**config.mk**
```make
export PLATFORM = sky130hd
export DESIGN_NAME = ebt_cycle_timing
export DESIGN_NICKNAME = d
export VERILOG_FILES = /design/src/logic/ebt_cycle_timing.v
export VERILOG_INCLUDE_DIRS = /design/src /design/src/logic
export SDC_FILE = /design/constraint.sdc
export NUM_CORES = 1
export LEC_CHECK = 0
export ABC_AREA = 1
export BUFFER_PORTS_ARGS = -buffer_cell sky130_fd_sc_hd__buf_2
export CAP_MARGIN = 20
export CORE_UTILIZATION = 35
export DETAILED_ROUTE_END_ITERATION = 8
export PLACE_DENSITY = 0.58
export SYNTH_ARGS = -nofsm -noshare
export SYNTH_HDL_FRONTEND = slang
export SYNTH_SLANG_ARGS = --single-unit
export TNS_END_PERCENT = 20
```
**constraint.sdc**
```tcl
create_clock -name clk_sys -period 2.4 [get_ports clk_sys]
set_clock_uncertainty 0.05 [all_clocks]
set_input_delay 0.12 -clock clk_sys [delete_from_list [all_inputs] [get_ports clk_sys]]
set_output_delay 0.12 -clock clk_sys [all_outputs]
set_load 0.05 [all_outputs]
```
**src/logic/ebt_consts.vh**
```
// constants for the expansion bus cycle timing block
`ifndef EBT_CONSTS_VH
`define EBT_CONSTS_VH

// register word indexes on the avalon-mm slave (address is a word index)
`define EBT_IDX_BALE_DELAY 4'h0
`define EBT_IDX_BALE_WIDTH 4'h1
`define EBT_IDX_NARROW_CMD 4'h3
`define EBT_IDX_NARROW_WAIT 4'h4
`define EBT_IDX_WIDE_IO_WAIT 4'h5
`define EBT_IDX_WIDE_MEM_CMD 4'h6
`define EBT_IDX_WIDE_MEM_WAIT 4'h7
`define EBT_IDX_ZW_MIN 4'h8
`define EBT_IDX_CONTROL 4'h9
`define EBT_IDX_STATUS 4'ha

// setting field width and reset values (slow bus profile)
`define EBT_SET_W 4
`define EBT_RST_BALE_DELAY 4'h0
`define EBT_RST_BALE_WIDTH 4'h1
`define EBT_RST_NARROW_CMD 4'h1
`define EBT_RST_NARROW_WAIT 4'h4
`define EBT_RST_WIDE_IO_WAIT 4'h1
`define EBT_RST_WIDE_MEM_CMD 4'h0
`define EBT_RST_WIDE_MEM_WAIT 4'h1
`define EBT_RST_ZW_MIN 4'h0
`define EBT_RST_CONTROL 1'b1

// status register field positions
`define EBT_ST_BUSY 0
`define EBT_ST_WIDE 1
`define EBT_ST_CMD 2
`define EBT_ST_BALE 3
`define EBT_ST_TCNT_LO 8
`define EBT_ST_TCNT_HI 12

// processor clock half period in clk_sys cycles
`define EBT_PROC_HALF 2

`endif

```
**src/logic/ebt_cycle_timing.v**
```verilog
// expansion bus cycle timing: bale, command strobes, wait states, card responses
// Function
// - sample zero-wait request at the middle of each cpu wait state
// - zero-wait sampled after minimum wait count ends the cycle early
// - 16-bit memory select input used only in memory cycles
// - 16-bit io select input used only in io cycles
// - sample ready on the processor clock falling edge ending each state
// - ready low one whole state before normal end stretches the cycle
// - all processor-clock referenced outputs change on its falling edge
// - bale starts after programmed delay and stays high programmed width
// - separate command delays for 16-bit memory and for narrow/io cycles
// - three wait counts: narrow, 16-bit io, 16-bit memory
//
// Local design decisions: the register addresses and register access over Avalon-MM.
`timescale 1ns/10ps
`default_nettype none
`include "ebt_consts.vh"

module ebt_cycle_timing #(
    parameter PROC_HALF = `EBT_PROC_HALF
) (
    input wire clk_sys,
    input wire rst_n,
    // avalon-mm slave
    input wire [3:0] avs_address,
    input wire avs_read,
    input wire avs_write,
    input wire [31:0] avs_writedata,
    output reg [31:0] avs_readdata,
    output reg avs_waitrequest,
    // cpu side request, held high until cycle_done
    input wire cpu_cycle_req,
    input wire cpu_cycle_io,
    output reg cycle_done,
    // expansion bus
    input wire memcs16_n,
    input wire iocs16_n,
    input wire iochrdy,
    input wire zero_wait_request_n,
    output reg processor_clock,
    output reg bale,
    output reg mem_cmd_n,
    output reg io_cmd_n,
    output reg bus_16bit
);

    localparam ST_IDLE = 1'b0;
    localparam ST_ACTIVE = 1'b1;
    localparam DIV_W = 8;

    reg rst_s1_q;
    reg rst_s2_q;
    wire rst_int_n;

    // reset released through two flops
    always @(posedge clk_sys or negedge rst_n)
    begin
        if (!rst_n)
        begin
            rst_s1_q <= 1'b0;
            rst_s2_q <= 1'b0;
        end
        else
        begin
            rst_s1_q <= 1'b1;
            rst_s2_q <= rst_s1_q;
        end
    end
    assign rst_int_n = rst_s2_q;

    // two-flop synchronisers for pins; first stage read only by the second
    reg [5:0] pin_s1_q;
    reg [5:0] pin_s2_q;
    wire req_s;
    wire io_s;
    wire memcs_s;
    wire iocs_s;
    wire rdy_s;
    wire zw_s;

    always @(posedge clk_sys or negedge rst_int_n)
    begin
        if (!rst_int_n)
        begin
            pin_s1_q <= 6'h3c;
            pin_s2_q <= 6'h3c;
        end
        else
        begin
            pin_s1_q <= {zero_wait_request_n, iochrdy, iocs16_n, memcs16_n,
                         cpu_cycle_io, cpu_cycle_req};
            pin_s2_q <= pin_s1_q;
        end
    end
    assign req_s = pin_s2_q[0];
    assign io_s = pin_s2_q[1];
    assign memcs_s = ~pin_s2_q[2];
    assign iocs_s = ~pin_s2_q[3];
    assign rdy_s = pin_s2_q[4];
    assign zw_s = ~pin_s2_q[5];

    // processor clock divider: fall tick ends a state, mid tick splits it
    reg [DIV_W-1:0] div_q;
    reg fall_tick_q;
    reg mid_tick_q;
    wire [DIV_W-1:0] half_w;

    assign half_w = PROC_HALF[DIV_W-1:0];

    always @(posedge clk_sys or negedge rst_int_n)
    begin
        if (!rst_int_n)
        begin
            div_q <= {DIV_W{1'b0}};
            processor_clock <= 1'b1;
            fall_tick_q <= 1'b0;
            mid_tick_q <= 1'b0;
        end
        else
        begin
            fall_tick_q <= 1'b0;
            mid_tick_q <= 1'b0;
            if (div_q == half_w + half_w - 1'b1)
            begin
                div_q <= {DIV_W{1'b0}};
                processor_clock <= 1'b1;
            end
            else
            begin
                div_q <= div_q + 1'b1;
                if (div_q == half_w - 1'b1)
                begin
                    processor_clock <= 1'b0; // falling edge of the state
                    fall_tick_q <= 1'b1;
                end
            end
            // midpoint of the low-going state, half a state after the fall
            if (div_q == half_w + half_w - 1'b1)
                mid_tick_q <= 1'b1;
        end
    end

    // settings registers
    reg [`EBT_SET_W-1:0] bale_delay_setting;
    reg [`EBT_SET_W-1:0] bale_width_setting;
    reg [`EBT_SET_W-1:0] narrow_command_delay_setting;
    reg [`EBT_SET_W-1:0] narrow_wait_count_setting;
    reg [`EBT_SET_W-1:0] wide_io_wait_count_setting;
    reg [`EBT_SET_W-1:0] wide_memory_command_delay_setting;
    reg [`EBT_SET_W-1:0] wide_memory_wait_count_setting;
    reg [`EBT_SET_W-1:0] zero_wait_minimum_setting;
    reg enable_q;

    // cycle state
    reg state_q;
    reg io_q;
    reg known_q;
    reg wide_q;
    reg zw_hit_q;
    reg rdy_prev_q;
    reg [4:0] t_q;
    reg [4:0] w_q;

    // avalon slave: waitrequest drops for one cycle, access done at that edge
    reg [31:0] rd_d;
    wire bus_req;
    wire bus_take;

    assign bus_req = avs_read | avs_write;
    assign bus_take = bus_req & ~avs_waitrequest;

    always @*
    begin
        rd_d = 32'h0;
        case (avs_address)
            `EBT_IDX_BALE_DELAY: rd_d[`EBT_SET_W-1:0] = bale_delay_setting;
            `EBT_IDX_BALE_WIDTH: rd_d[`EBT_SET_W-1:0] = bale_width_setting;
            `EBT_IDX_NARROW_CMD: rd_d[`EBT_SET_W-1:0] = narrow_command_delay_setting;
            `EBT_IDX_NARROW_WAIT: rd_d[`EBT_SET_W-1:0] = narrow_wait_count_setting;
            `EBT_IDX_WIDE_IO_WAIT: rd_d[`EBT_SET_W-1:0] = wide_io_wait_count_setting;
            `EBT_IDX_WIDE_MEM_CMD: rd_d[`EBT_SET_W-1:0] = wide_memory_command_delay_setting;
            `EBT_IDX_WIDE_MEM_WAIT: rd_d[`EBT_SET_W-1:0] = wide_memory_wait_count_setting;
            `EBT_IDX_ZW_MIN: rd_d[`EBT_SET_W-1:0] = zero_wait_minimum_setting;
            `EBT_IDX_CONTROL: rd_d[0] = enable_q;
            `EBT_IDX_STATUS:
            begin
                rd_d[`EBT_ST_BUSY] = state_q;
                rd_d[`EBT_ST_WIDE] = wide_q;
                rd_d[`EBT_ST_CMD] = ~(mem_cmd_n & io_cmd_n);
                rd_d[`EBT_ST_BALE] = bale;
                rd_d[`EBT_ST_TCNT_HI:`EBT_ST_TCNT_LO] = t_q;
            end
            default: rd_d = 32'h0; // unmapped reads as zero
        endcase
    end

    // bus handshake and register writes; settings may change mid cycle
    always @(posedge clk_sys or negedge rst_int_n)
    begin
        if (!rst_int_n)
        begin
            avs_waitrequest <= 1'b1;
            avs_readdata <= 32'h0;
            bale_delay_setting <= `EBT_RST_BALE_DELAY;
            bale_width_setting <= `EBT_RST_BALE_WIDTH;
            narrow_command_delay_setting <= `EBT_RST_NARROW_CMD;
            narrow_wait_count_setting <= `EBT_RST_NARROW_WAIT;
            wide_io_wait_count_setting <= `EBT_RST_WIDE_IO_WAIT;
            wide_memory_command_delay_setting <= `EBT_RST_WIDE_MEM_CMD;
            wide_memory_wait_count_setting <= `EBT_RST_WIDE_MEM_WAIT;
            zero_wait_minimum_setting <= `EBT_RST_ZW_MIN;
            enable_q <= `EBT_RST_CONTROL;
        end
        else
        begin
            avs_waitrequest <= ~(bus_req & avs_waitrequest);
            if (bus_req & avs_waitrequest)
                avs_readdata <= rd_d;
            if (bus_take & avs_write)
            begin
                case (avs_address)
                    `EBT_IDX_BALE_DELAY:
                        bale_delay_setting <= avs_writedata[`EBT_SET_W-1:0];
                    `EBT_IDX_BALE_WIDTH:
                        bale_width_setting <= avs_writedata[`EBT_SET_W-1:0];
                    `EBT_IDX_NARROW_CMD:
                        narrow_command_delay_setting <= avs_writedata[`EBT_SET_W-1:0];
                    `EBT_IDX_NARROW_WAIT:
                        narrow_wait_count_setting <= avs_writedata[`EBT_SET_W-1:0];
                    `EBT_IDX_WIDE_IO_WAIT:
                        wide_io_wait_count_setting <= avs_writedata[`EBT_SET_W-1:0];
                    `EBT_IDX_WIDE_MEM_CMD:
                        wide_memory_command_delay_setting <= avs_writedata[`EBT_SET_W-1:0];
                    `EBT_IDX_WIDE_MEM_WAIT:
                        wide_memory_wait_count_setting <= avs_writedata[`EBT_SET_W-1:0];
                    `EBT_IDX_ZW_MIN:
                        zero_wait_minimum_setting <= avs_writedata[`EBT_SET_W-1:0];
                    `EBT_IDX_CONTROL:
                        enable_q <= avs_writedata[0];
                    default:
                        enable_q <= enable_q; // unmapped writes ignored
                endcase
            end
        end
    end

    // timing points derived from the settings
    wire [4:0] bale_start;
    wire [4:0] bale_end;
    wire [4:0] mem_decide;
    wire [4:0] decide_pt;
    wire sel_now;
    wire known_now;
    wire wide_now;
    wire [4:0] cmd_dly;
    wire [4:0] wait_lim;
    wire [4:0] t_next;
    wire cmd_on;
    wire end_due;

    assign bale_start = {1'b0, bale_delay_setting};
    assign bale_end = {1'b0, bale_delay_setting} + {1'b0, bale_width_setting};
    // memory select must be valid by the earlier of command fall or bale fall
    assign mem_decide = ({1'b0, wide_memory_command_delay_setting} < bale_end) ?
                        {1'b0, wide_memory_command_delay_setting} : bale_end;
    assign decide_pt = io_q ? {1'b0, narrow_command_delay_setting} : mem_decide;
    // only the select input matching the cycle type is looked at
    assign sel_now = io_q ? iocs_s : memcs_s;
    assign known_now = known_q | (t_q >= decide_pt);
    assign wide_now = known_q ? wide_q : sel_now;
    assign cmd_dly = (!io_q && wide_now) ? {1'b0, wide_memory_command_delay_setting} :
                     {1'b0, narrow_command_delay_setting};
    assign wait_lim = !wide_now ? {1'b0, narrow_wait_count_setting} :
                      io_q ? {1'b0, wide_io_wait_count_setting} :
                      {1'b0, wide_memory_wait_count_setting};
    assign t_next = t_q + 5'h01;
    assign cmd_on = ~(mem_cmd_n & io_cmd_n);
    // rdy_prev_q was taken one full state earlier; low there stretches
    assign end_due = cmd_on & ((w_q >= wait_lim) | zw_hit_q) & rdy_prev_q;

    // cycle sequencer; every bus output moves only on the fall tick
    always @(posedge clk_sys or negedge rst_int_n)
    begin
        if (!rst_int_n)
        begin
            state_q <= ST_IDLE;
            io_q <= 1'b0;
            known_q <= 1'b0;
            wide_q <= 1'b0;
            zw_hit_q <= 1'b0;
            rdy_prev_q <= 1'b1;
            t_q <= 5'h00;
            w_q <= 5'h00;
            bale <= 1'b0;
            mem_cmd_n <= 1'b1;
            io_cmd_n <= 1'b1;
            bus_16bit <= 1'b0;
            cycle_done <= 1'b0;
        end
        else
        begin
            cycle_done <= 1'b0;
            // zero-wait looked at only mid state once command runs
            if (mid_tick_q && state_q == ST_ACTIVE && cmd_on && zw_s &&
                w_q >= {1'b0, zero_wait_minimum_setting})
                zw_hit_q <= 1'b1;
            if (fall_tick_q)
            begin
                rdy_prev_q <= rdy_s;
                case (state_q)
                    ST_IDLE:
                    begin
                        // a fresh cycle recomputes bale, no carry from before
                        bale <= 1'b0;
                        if (req_s && enable_q && !cycle_done)
                        begin
                            state_q <= ST_ACTIVE;
                            io_q <= io_s;
                            known_q <= 1'b0;
                            wide_q <= 1'b0;
                            zw_hit_q <= 1'b0;
                            t_q <= 5'h00;
                            w_q <= 5'h00;
                            bale <= (bale_start == 5'h00) && (bale_end != 5'h00);
                        end
                    end
                    ST_ACTIVE:
                    begin
                        t_q <= t_next;
                        bale <= (t_next >= bale_start) && (t_next < bale_end);
                        if (known_now && !known_q)
                        begin
                            known_q <= 1'b1;
                            wide_q <= sel_now;
                            bus_16bit <= sel_now;
                        end
                        if (end_due)
                        begin
                            mem_cmd_n <= 1'b1;
                            io_cmd_n <= 1'b1;
                            cycle_done <= 1'b1;
                            bale <= 1'b0;
                            state_q <= ST_IDLE;
                        end
                        else if (cmd_on)
                            w_q <= w_q + 5'h01;
                        else if (known_now && t_q >= cmd_dly)
                        begin
                            mem_cmd_n <= io_q;
                            io_cmd_n <= ~io_q;
                        end
                    end
                    default:
                        state_q <= ST_IDLE;
                endcase
            end
        end
    end

endmodule // ebt_cycle_timing
`default_nettype wire

```
# After elaboration in Yosys (flattened, before gate mapping)
# Index checks and enable logic that the tools add are counted.
# W data, S select, Z words.
# totals
wordCells	155
input_bits	46
reg_bits	89
output_inout_bits	39
# classes
n_reduce_logical	35
order_cmp	7
n_eq_ne	15
bitwise	17
n_addsub	4
muxes	45
# ops
cell	n
$mux W5	6
$mux W1	27
$pmux W3 S9	1
$ge A5 B4 Y1	4
$pmux W5 S2	2
$reduce_and A2 Y1	10
$eq A4 B3 Y1 const B	4
$eq A4 B4 Y1 const B	3
$mux W4	3
$logic_and A1 B1 Y1	11
$add A5 B1 Y5 const B	2
$pmux W1 S10	1
$reduce_and A3 Y1	3
$add A8 B1 Y8 const B	1
$eq A8 B1 Y1 const B	1
$eq A8 B2 Y1 const B	1
$mux W8	1
$not A1 Y1	8
$pmux W1 S2	4
$reduce_and A4 Y1	2
$and A1 B1 Y1	6
$ne A2 B2 Y1 const B	3
$reduce_bool A2 Y1	3
$add A4 B4 Y5	1
11 further kinds	15

# Longest topological paths before layout
# Gate-level depths: netlist of run 1.
# logic_depth
depth_word	11
depth_mapped	24
depth_no_buf	24

# Worst setup path after synthesis of run 1
# No wires, ideal clock.
# synth_timing
kind	reg-to-reg
from	reg bale_delay_setting[0]
to	reg mem_cmd_n
path_buffers	0
stages_incl_launch_ff	22
setup_ps	61
arrival_ps	2959
setup_slack_ps	-670
path_cell_list	dfrtp_1 > ha_1 > fa_1 > inv_1 > ha_1 > nand2_1 > nand2_1 > a21oi_1 > nand2_1 > nand3_1 > nand2_1 > nand3_1 > o21ai_0 > ha_1 > a21oi_1 > o21a_1 > nand4_1 > nand2_1 > nand2_1 > nand3_1 > nand2_1 > nand2_1
# synth_between
elab_chain_len	9
# synth_rtl
item	line	rtl
start: declaration	ebt_cycle_timing.v:144	reg [`EBT_SET_W-1:0] bale_delay_setting;
start signal: assignment	ebt_cycle_timing.v:204	bale_delay_setting <= `EBT_RST_BALE_DELAY;
start signal: assignment	ebt_cycle_timing.v:223	bale_delay_setting <= avs_writedata[`EBT_SET_W-1:0];
$add A4 B4 Y5 *	ebt_cycle_timing.v:262	assign bale_end = {1'b0, bale_delay_setting} + {1'b0, bale_width_setting};
$lt A4 B5 Y1	ebt_cycle_timing.v:264	assign mem_decide = ({1'b0, wide_memory_command_delay_setting} < bale_end) ?
$mux W5 *	ebt_cycle_timing.v:264	
$mux W5 *	ebt_cycle_timing.v:266	assign decide_pt = io_q ? {1'b0, narrow_command_delay_setting} : mem_decide;
$ge A5 B5 Y1 *	ebt_cycle_timing.v:269	assign known_now = known_q | (t_q >= decide_pt);
$or A1 B1 Y1 *	ebt_cycle_timing.v:269	
$logic_and A1 B1 Y1 *	ebt_cycle_timing.v:347	else if (known_now && t_q >= cmd_dly)
$reduce_bool A2 Y1 (no source line) *	n/a	
$reduce_and A4 Y1 (no source line) *	n/a	
end signal: assignment	ebt_cycle_timing.v:349	mem_cmd_n <= io_q;
end: declaration	ebt_cycle_timing.v:42	output reg mem_cmd_n,
# Every way passes the cells marked *; elsewhere a longest branch is shown, timed or not.
# A chain may end at the register's enable or synchronous reset.

# Worst setup path after layout of run 1
# layout_timing
from	reg bale_width_setting[0]
to	reg io_cmd_n
# layout_between
elab_chain_len	9
# layout_rtl
item	line	rtl
start: declaration	ebt_cycle_timing.v:145	reg [`EBT_SET_W-1:0] bale_width_setting;
start signal: assignment	ebt_cycle_timing.v:205	bale_width_setting <= `EBT_RST_BALE_WIDTH;
start signal: assignment	ebt_cycle_timing.v:225	bale_width_setting <= avs_writedata[`EBT_SET_W-1:0];
$add A4 B4 Y5 *	ebt_cycle_timing.v:262	
$lt A4 B5 Y1	ebt_cycle_timing.v:264	
$mux W5 *	ebt_cycle_timing.v:264	
$mux W5 *	ebt_cycle_timing.v:266	
$ge A5 B5 Y1 *	ebt_cycle_timing.v:269	
$or A1 B1 Y1 *	ebt_cycle_timing.v:269	
$logic_and A1 B1 Y1 *	ebt_cycle_timing.v:347	
$reduce_bool A2 Y1 (no source line) *	n/a	
$reduce_and A4 Y1 (no source line) *	n/a	
end signal: assignment	ebt_cycle_timing.v:350	io_cmd_n <= ~io_q;
end: declaration	ebt_cycle_timing.v:43	output reg io_cmd_n,
# Marks and branches as above.

==> impl_metrics.ini, run 1 <==
[global_routing]
antenna_found_initial = 0
grt_pass1_wl_um = 20500
grt_usage_pct = 18.4
grt_max_degree = 46
grt_pass1_vias = 4024
grt_overflow_total = 0

[final_layout]
nNetsFinal = 776
final_common_cell = nand2_1
fillers = 1369
drive_above_1_share_pct = 18.1
syn2layout_area_growth_pct = 20.5
num_antenna_cells = 0
fin_util_pct = 43.1
final_cell_mix = nand2_1, inv_1, dfrtp_1, o21ai_0, nor2_1
final_cell_count_no_fill = 882

[logic_synthesis]
synth_area_per_cell_um2 = 8.11
ys_ff_latch = 89
netlist_instances = 613
syn_area_um2 = 4970
yosysWarnings = 0
synth.distinct_cells = 37
ys_seq_area_share_pct = 45.3

[placed_design]
dp_cells = 855
port_buffers = 33
place.detailed.hpwl_um = 9800
place_congestion = 0.903

[floorplan]
io_pins = 85
initial_core_util_pct = 35.8
die_y_um = 121
die_x_um = 121
die_area_um2 = 14700
std_cell_rows = 43
coreArea_um2 = 13900

[pwr]
switching_power_uw = 2600
p_leak_uw = 0.00310
powerDensity_nw_per_um2 = 1050
power_frac_comb_pct = 44.2
pwr-share-clk_pct = 22.4
p_int_uw = 3700
peakVddDrop_mv = 0.481
pwr-share-seq_pct = 33.4
p_sw_share_pct = 41.3

[setup_path]
reg2reg_depth = 21
worstPathRequired_ps = 2640
critPathLaunchType = flip-flop
critical_path_class = flip-flop to flip-flop
r2r_start = bale_width_setting[0]
end_kind = flip-flop
cp-endpoint = io_cmd_n
rrSetupSlack_ps = -800
cp.arrival_ps = 3440
startpoint = bale_width_setting[0]
worstPathMaxFanout = 4
r2r-end = io_cmd_n

[flow_run]
cap_violations = 0

[clock_network]
cts_inserted_buffers = 9
cts-htree-levels = 3
clock_latency_ps = 340
clk_path_buf_depth = 2
clk_pin_slew_ps = 60
tritoncts = done
cts_num_sinks = 89
cts_root_buf = clkbuf_16

[timing]
report.final.slew_viol_count = 0
setup_tns_ps = -4130
period_share_pct = 134
worst_slack_ps = -804
hold_viol_final = 0
clock.fmax_mhz = 312
hold_ws_ps = 37.6
rsz0062_at_grt = true
setup_viol = 10
period_minus_slack_ps = 3200
worst_pin_slew_ps = 633
max_slew_margin_pct = 57.4

[routing]
viasPerCell = 4.81
avgRoutedWirePerCell_um = 14.3
ant_nets = 0
drt_iter0_drc = 264
remaining_drc_errors = 0
vias = 4242
routed_wl_um = 12600
drtPass1Iterations = 5

[status]
violations = negative setup slack
status = finished with violations

[worst_hold_path]
hold_path.class = primary input to async pin
-- kinds of logic after synthesis --
kind of cell    synth area share [%]
fa+ha+maj                       8.45
simple gates                    22.1
mux                            0.201
buf+inv                         10.6
flops                           45.3
compound gates                  11.7
xor+xnor                        1.59
other cells                    0.151
-- layer usage --
metal	GRT usage [%]	routed length, um	share of wire [%]
met3	2.73	567	4.5
met2	29.8	5910	47
met5	0	0	0
met4	5.86	168	1.3
met1	25.3	5970	47
-- area by class of cell --
cell class	instances	area [um2]	share of cell area, %
Inverter	90	339	5.66
Tap cell	180	225	3.76
Clock buffer	10	229	3.82
Timing Repair Buffer	76	522	8.71
Sequential cell	89	2250	37.6
Clock inverter	6	68.8	1.15
Multi-Input combinational cell	431	2350	39.3
-- synth_stat cells, drive strengths merged --
library cell  count  area share (%)
nor4              2            0.25
dfstp            19              10
ha               32             8.1
o21a              1            0.15
a21oi            18             1.9
a221oi            3            0.53
xor2              9             1.6
inv              89             6.7
dfrtp            70              35
conb              2            0.15
o21ai            67             7.0
or2               1            0.13
nand3b            1            0.15
nor3b             1            0.15
nand2           164              13
clkbuf            2            0.15
a21o              1            0.15
buf              24             3.6
nor3              4            0.40
o22ai             7            0.88
o211ai            3            0.45
nand4            18             2.3
mux2i             1            0.20
a21boi            1            0.15
nor2             40             3.0
nand3            28             2.8
fa                1            0.40
a22o              1            0.18
a31oi             2            0.25
clkinv            1            0.10
-- worst min-delay path by stage --
stage | start | endpoint | depth (start not counted)
after global routing | rst_n | rst_s1_q | 2
after detailed placement | rst_n | rst_int_n | 1
after floorplan | rst_n | rst_int_n | 0
final | rst_n | rst_int_n | 2
after CTS | rst_n | rst_int_n | 2
after global placement | rst_n | rst_s1_q | 1
-- power groups by stage --
stage | logic [uW] | registers (uW) | clock network [uW]
6_report | 2780 | 2100 | 1410
5_1_grt | 3140 | 2140 | 1510
4_1_cts | 2720 | 2100 | 1450
3_5_place_dp | 2640 | 2120 | 0
3_3_place_gp | 2550 | 2110 | 0
2_1_floorplan | 1690 | 2210 | 0
-- stage by stage --
step	setup WS (ps)	cell area, um2	total power [uW]
2_1_floorplan	-567	5090	3900
3_3_place_gp	-700	5550	4670
3_5_place_dp	-792	5550	4760
4_1_cts	-797	5960	6270
5_1_grt	-1000	5990	6790
6_report	-804	5990	6300
-- flip-flops by register name (all words and copies together) (netlist names), 5 cells and up --
name          flops
w_q               5
avs_readdata      9
t_q               5
div_q             8
pin_s1_q          6
pin_s2_q          6
-- timing repair --
item                                    4_1_cts  5_1_grt
endpoints found under the setup margin       12       13
endpoints found under the hold margin         8        0
setup buffers                                 2        2
hold buffers                                  7        0
pin swaps                                     3       13
gates resized for setup                       9        7
-- worst max-delay path, cell delays in order, from the launching register on --
cell,delay [ps]
dfstp_2,560
ha_4,140
fa_1,440
inv_2,100
ha_4,200
nand2_2,50
nand2_2,50
a21oi_2,110
nand2_2,90
nand3_2,90
nand2_1,60
nand3_1,60
o21ai_1,70
ha_1,340
a21oi_2,150
o21a_1,150
nand4_1,90
nand2_1,100
nand2_2,70
nand3_2,70
nand2_1,50
nand2_1,60
Power figures use the tool's default switching activity.
==> run 2, diff against run 1 <==
Settings changed: ABC_AREA 1 to not set, CORE_MARGIN set to 1.
==> impl_metrics.ini, run 2 <==
[final_layout]
nNetsFinal = 621
max_flop_register = avs_readdata
final_cell_mix = dfrtp_1, buf_4, mux2_2, buf_2, nand2_1
largest_reg_flops = 9
top_regs = avs_readdata (9), div_q (8)
fin_util_pct = 43.7
drive_above_1_share_pct = 31.3
num_antenna_cells = 0
final_common_cell = dfrtp_1
syn2layout_area_growth_pct = 22.2

[timing]
report.final.slew_viol_count = 0
worst_slack_ps = -1500
setup_viol = 13
worst_pin_slew_ps = 605
period_share_pct = 162
hold_ws_ps = 29.6
max_slew_margin_pct = 59.4
rsz0062_at_grt = true
clock.fmax_mhz = 257
period_minus_slack_ps = 3900
hold_viol_final = 0

[setup_path]
cp.arrival_ps = 4130
critical_path_class = flip-flop to flip-flop
path_cells = ha_4 > fa_1 > inv_1 > ha_1 > a21o_1 > maj3_2 > o211ai_1 > mux2i_1 > a21oi_1 > ha_1 > nand2b_1 > a211oi_1 > o21bai_1 > a21oi_2 > a2111o_1 > o22a_1
cp_common_cell = ha_1
max_stage_delay_ps = 560
critPathSlowestCell = dfstp_2
worstPathRequired_ps = 2630
path_buf_inv = 1
crit_family = compound AO/OA/AOI/OAI gates
critPathLaunchType = flip-flop
worstPathMaxFanout = 2
end_kind = flip-flop

[global_routing]
grt_usage_pct = 18.1
grt_overflow_total = 0
grt_max_degree = 57
grt_pass1_wl_um = 20300
grt_pass1_vias = 3884
antenna_found_initial = 0

[routing]
vias = 3713
viasPerCell = 5.11
drt_iter0_drc = 191
avgRoutedWirePerCell_um = 16.5
drtPass1Iterations = 4
remaining_drc_errors = 0
routed_wl_um = 12000
ant_nets = 0

[clock_network]
clk_pin_slew_ps = 70
cts_inserted_buffers = 9
clock_latency_ps = 350
cts-htree-levels = 3
cts_root_buf = clkbuf_16
clk_path_buf_depth = 2
tritoncts = done
cts_num_sinks = 89

[logic_synthesis]
synth.distinct_cells = 56
ys_seq_area_share_pct = 45.3
synth.top_cells.by_count = dfrtp_1, mux2_2, ha_1, nand2_1, nor2_1
syn_area_um2 = 4970
synth_flop_cell = dfrtp_1
synth_area_per_cell_um2 = 10.9
synth_top_area_share_pct = 35.3
netlist_instances = 457
yosysWarnings = 0
async_flop_share_pct = 100
synth_edf_count = 0
synth.most_common_cell = dfrtp_1
yosys.area.top_type = dfrtp_1
ys_ff_latch = 89
synthTopCellsByArea = dfrtp_1, dfstp_2, mux2_2

[flow_run]
cap_violations = 0

[status]
status = finished with violations
violations = negative setup slack

[floorplan]
initial_core_util_pct = 35.8
io_pins = 85
die_area_um2 = 14700
die_y_um = 121
std_cell_rows = 43
coreArea_um2 = 13900
die_x_um = 121

[placed_design]
port_buffers = 33
dp_slack_ps = -1470
place_congestion = 0.842
place.detailed.hpwl_um = 8910

[pwr]
peakVddDrop_mv = 0.434
powerDensity_nw_per_um2 = 1050
p_leak_uw = 0.00283

[worst_hold_path]
hold_path.class = primary input to async pin
-- run 2: cell types whose count changed after synthesis, sizes merged, moves of 18 or more --
| cell | delta |
|---|---|
| inv | -73 |
| mux2 | +38 |
| mux2i | +18 |
| nand2 | -132 |
| o21ai | -44 |
-- run 2: repair_timing --
item	in CTS	in global routing
pin swaps	5	3
hold endpoints to repair	8	0
endpoints found under the setup margin	13	13
gates resized for setup	4	2
setup buffers	1	1
hold buffers	7	0
-- run 2: logic make-up (layout without fill, tap and decap cells) --
kind of cell / Yosys count / in the layout / synth area share (%)
AOI/OAI and AO/OA: 92 / 92 / 13.0
xor gates and xnor gates: 9 / 9 / 1.59
adders and majority gates: 35 / 35 / 8.87
buffers and inverters: 53 / 120 / 5.82
DFF: 89 / 89 / 45.3
muxes: 59 / 59 / 13.4
other: 2 / 25 / 0.151
and+or+nand+nor: 118 / 118 / 11.9
-- run 2: final cells by class --
cell class	count	area, um2
fillers	1312	7810
inverters	16	60.1
flip-flops and latches	89	2250
repair buffers	88	621
multi-input cells	338	2580
clock buffers	11	243
well taps	180	225
clock inverters	5	86.3
-- run 2: layer usage --
metal  global-route usage [%]  wire length (um)
met1                     23.1              5410
met2                     30.5              5970
met3                     2.54               372
met5                        0                 0
met4                     7.72               229
-- run 2: final timing paths --
check | slack (ps) | end | startpoint | depth (start not counted)
max in group asynchronous | 1380 | wide_memory_wait_count_setting[0] | rst_int_n | 1
min reg2reg | 220 | state_q | rst_int_n | 0
max | -1500 | mem_cmd_n | bale_width_setting[0] | 16
min in group clk_sys | 60 | avs_waitrequest | avs_read | 3
min | 30 | rst_int_n | rst_n | 2
max reg2reg | -1500 | mem_cmd_n | bale_width_setting[0] | 16
-- run 2: power by group --
part           switching [uW]  leakage [uW]  internal, uW
clock network             614      0.000161           951
registers                 281       0.00111          1800
logic                    1460       0.00156          1290
total                    2350       0.00283          4050
-- run 2: worst reg2reg max path, cell delays in order, from the launching register on --
cell	delay, ps
dfstp_2	560
ha_4	140
fa_1	450
inv_1	100
ha_1	220
a21o_1	190
maj3_2	300
o211ai_1	250
mux2i_1	220
a21oi_1	80
ha_1	270
nand2b_1	90
a211oi_1	60
o21bai_1	170
a21oi_2	100
a2111o_1	390
o22a_1	180
-- run 2: through the flow --
stage	instance area, um2	instances	total power, uW	TNS, ps
final	6070	727	6400	-9370
after global placement	5650	702	4750	-9460
after detailed placement	5650	702	4810	-9880
after global routing	6070	727	6840	-11490
after floorplan	5110	480	3830	-7170
after CTS	6060	726	6440	-9250
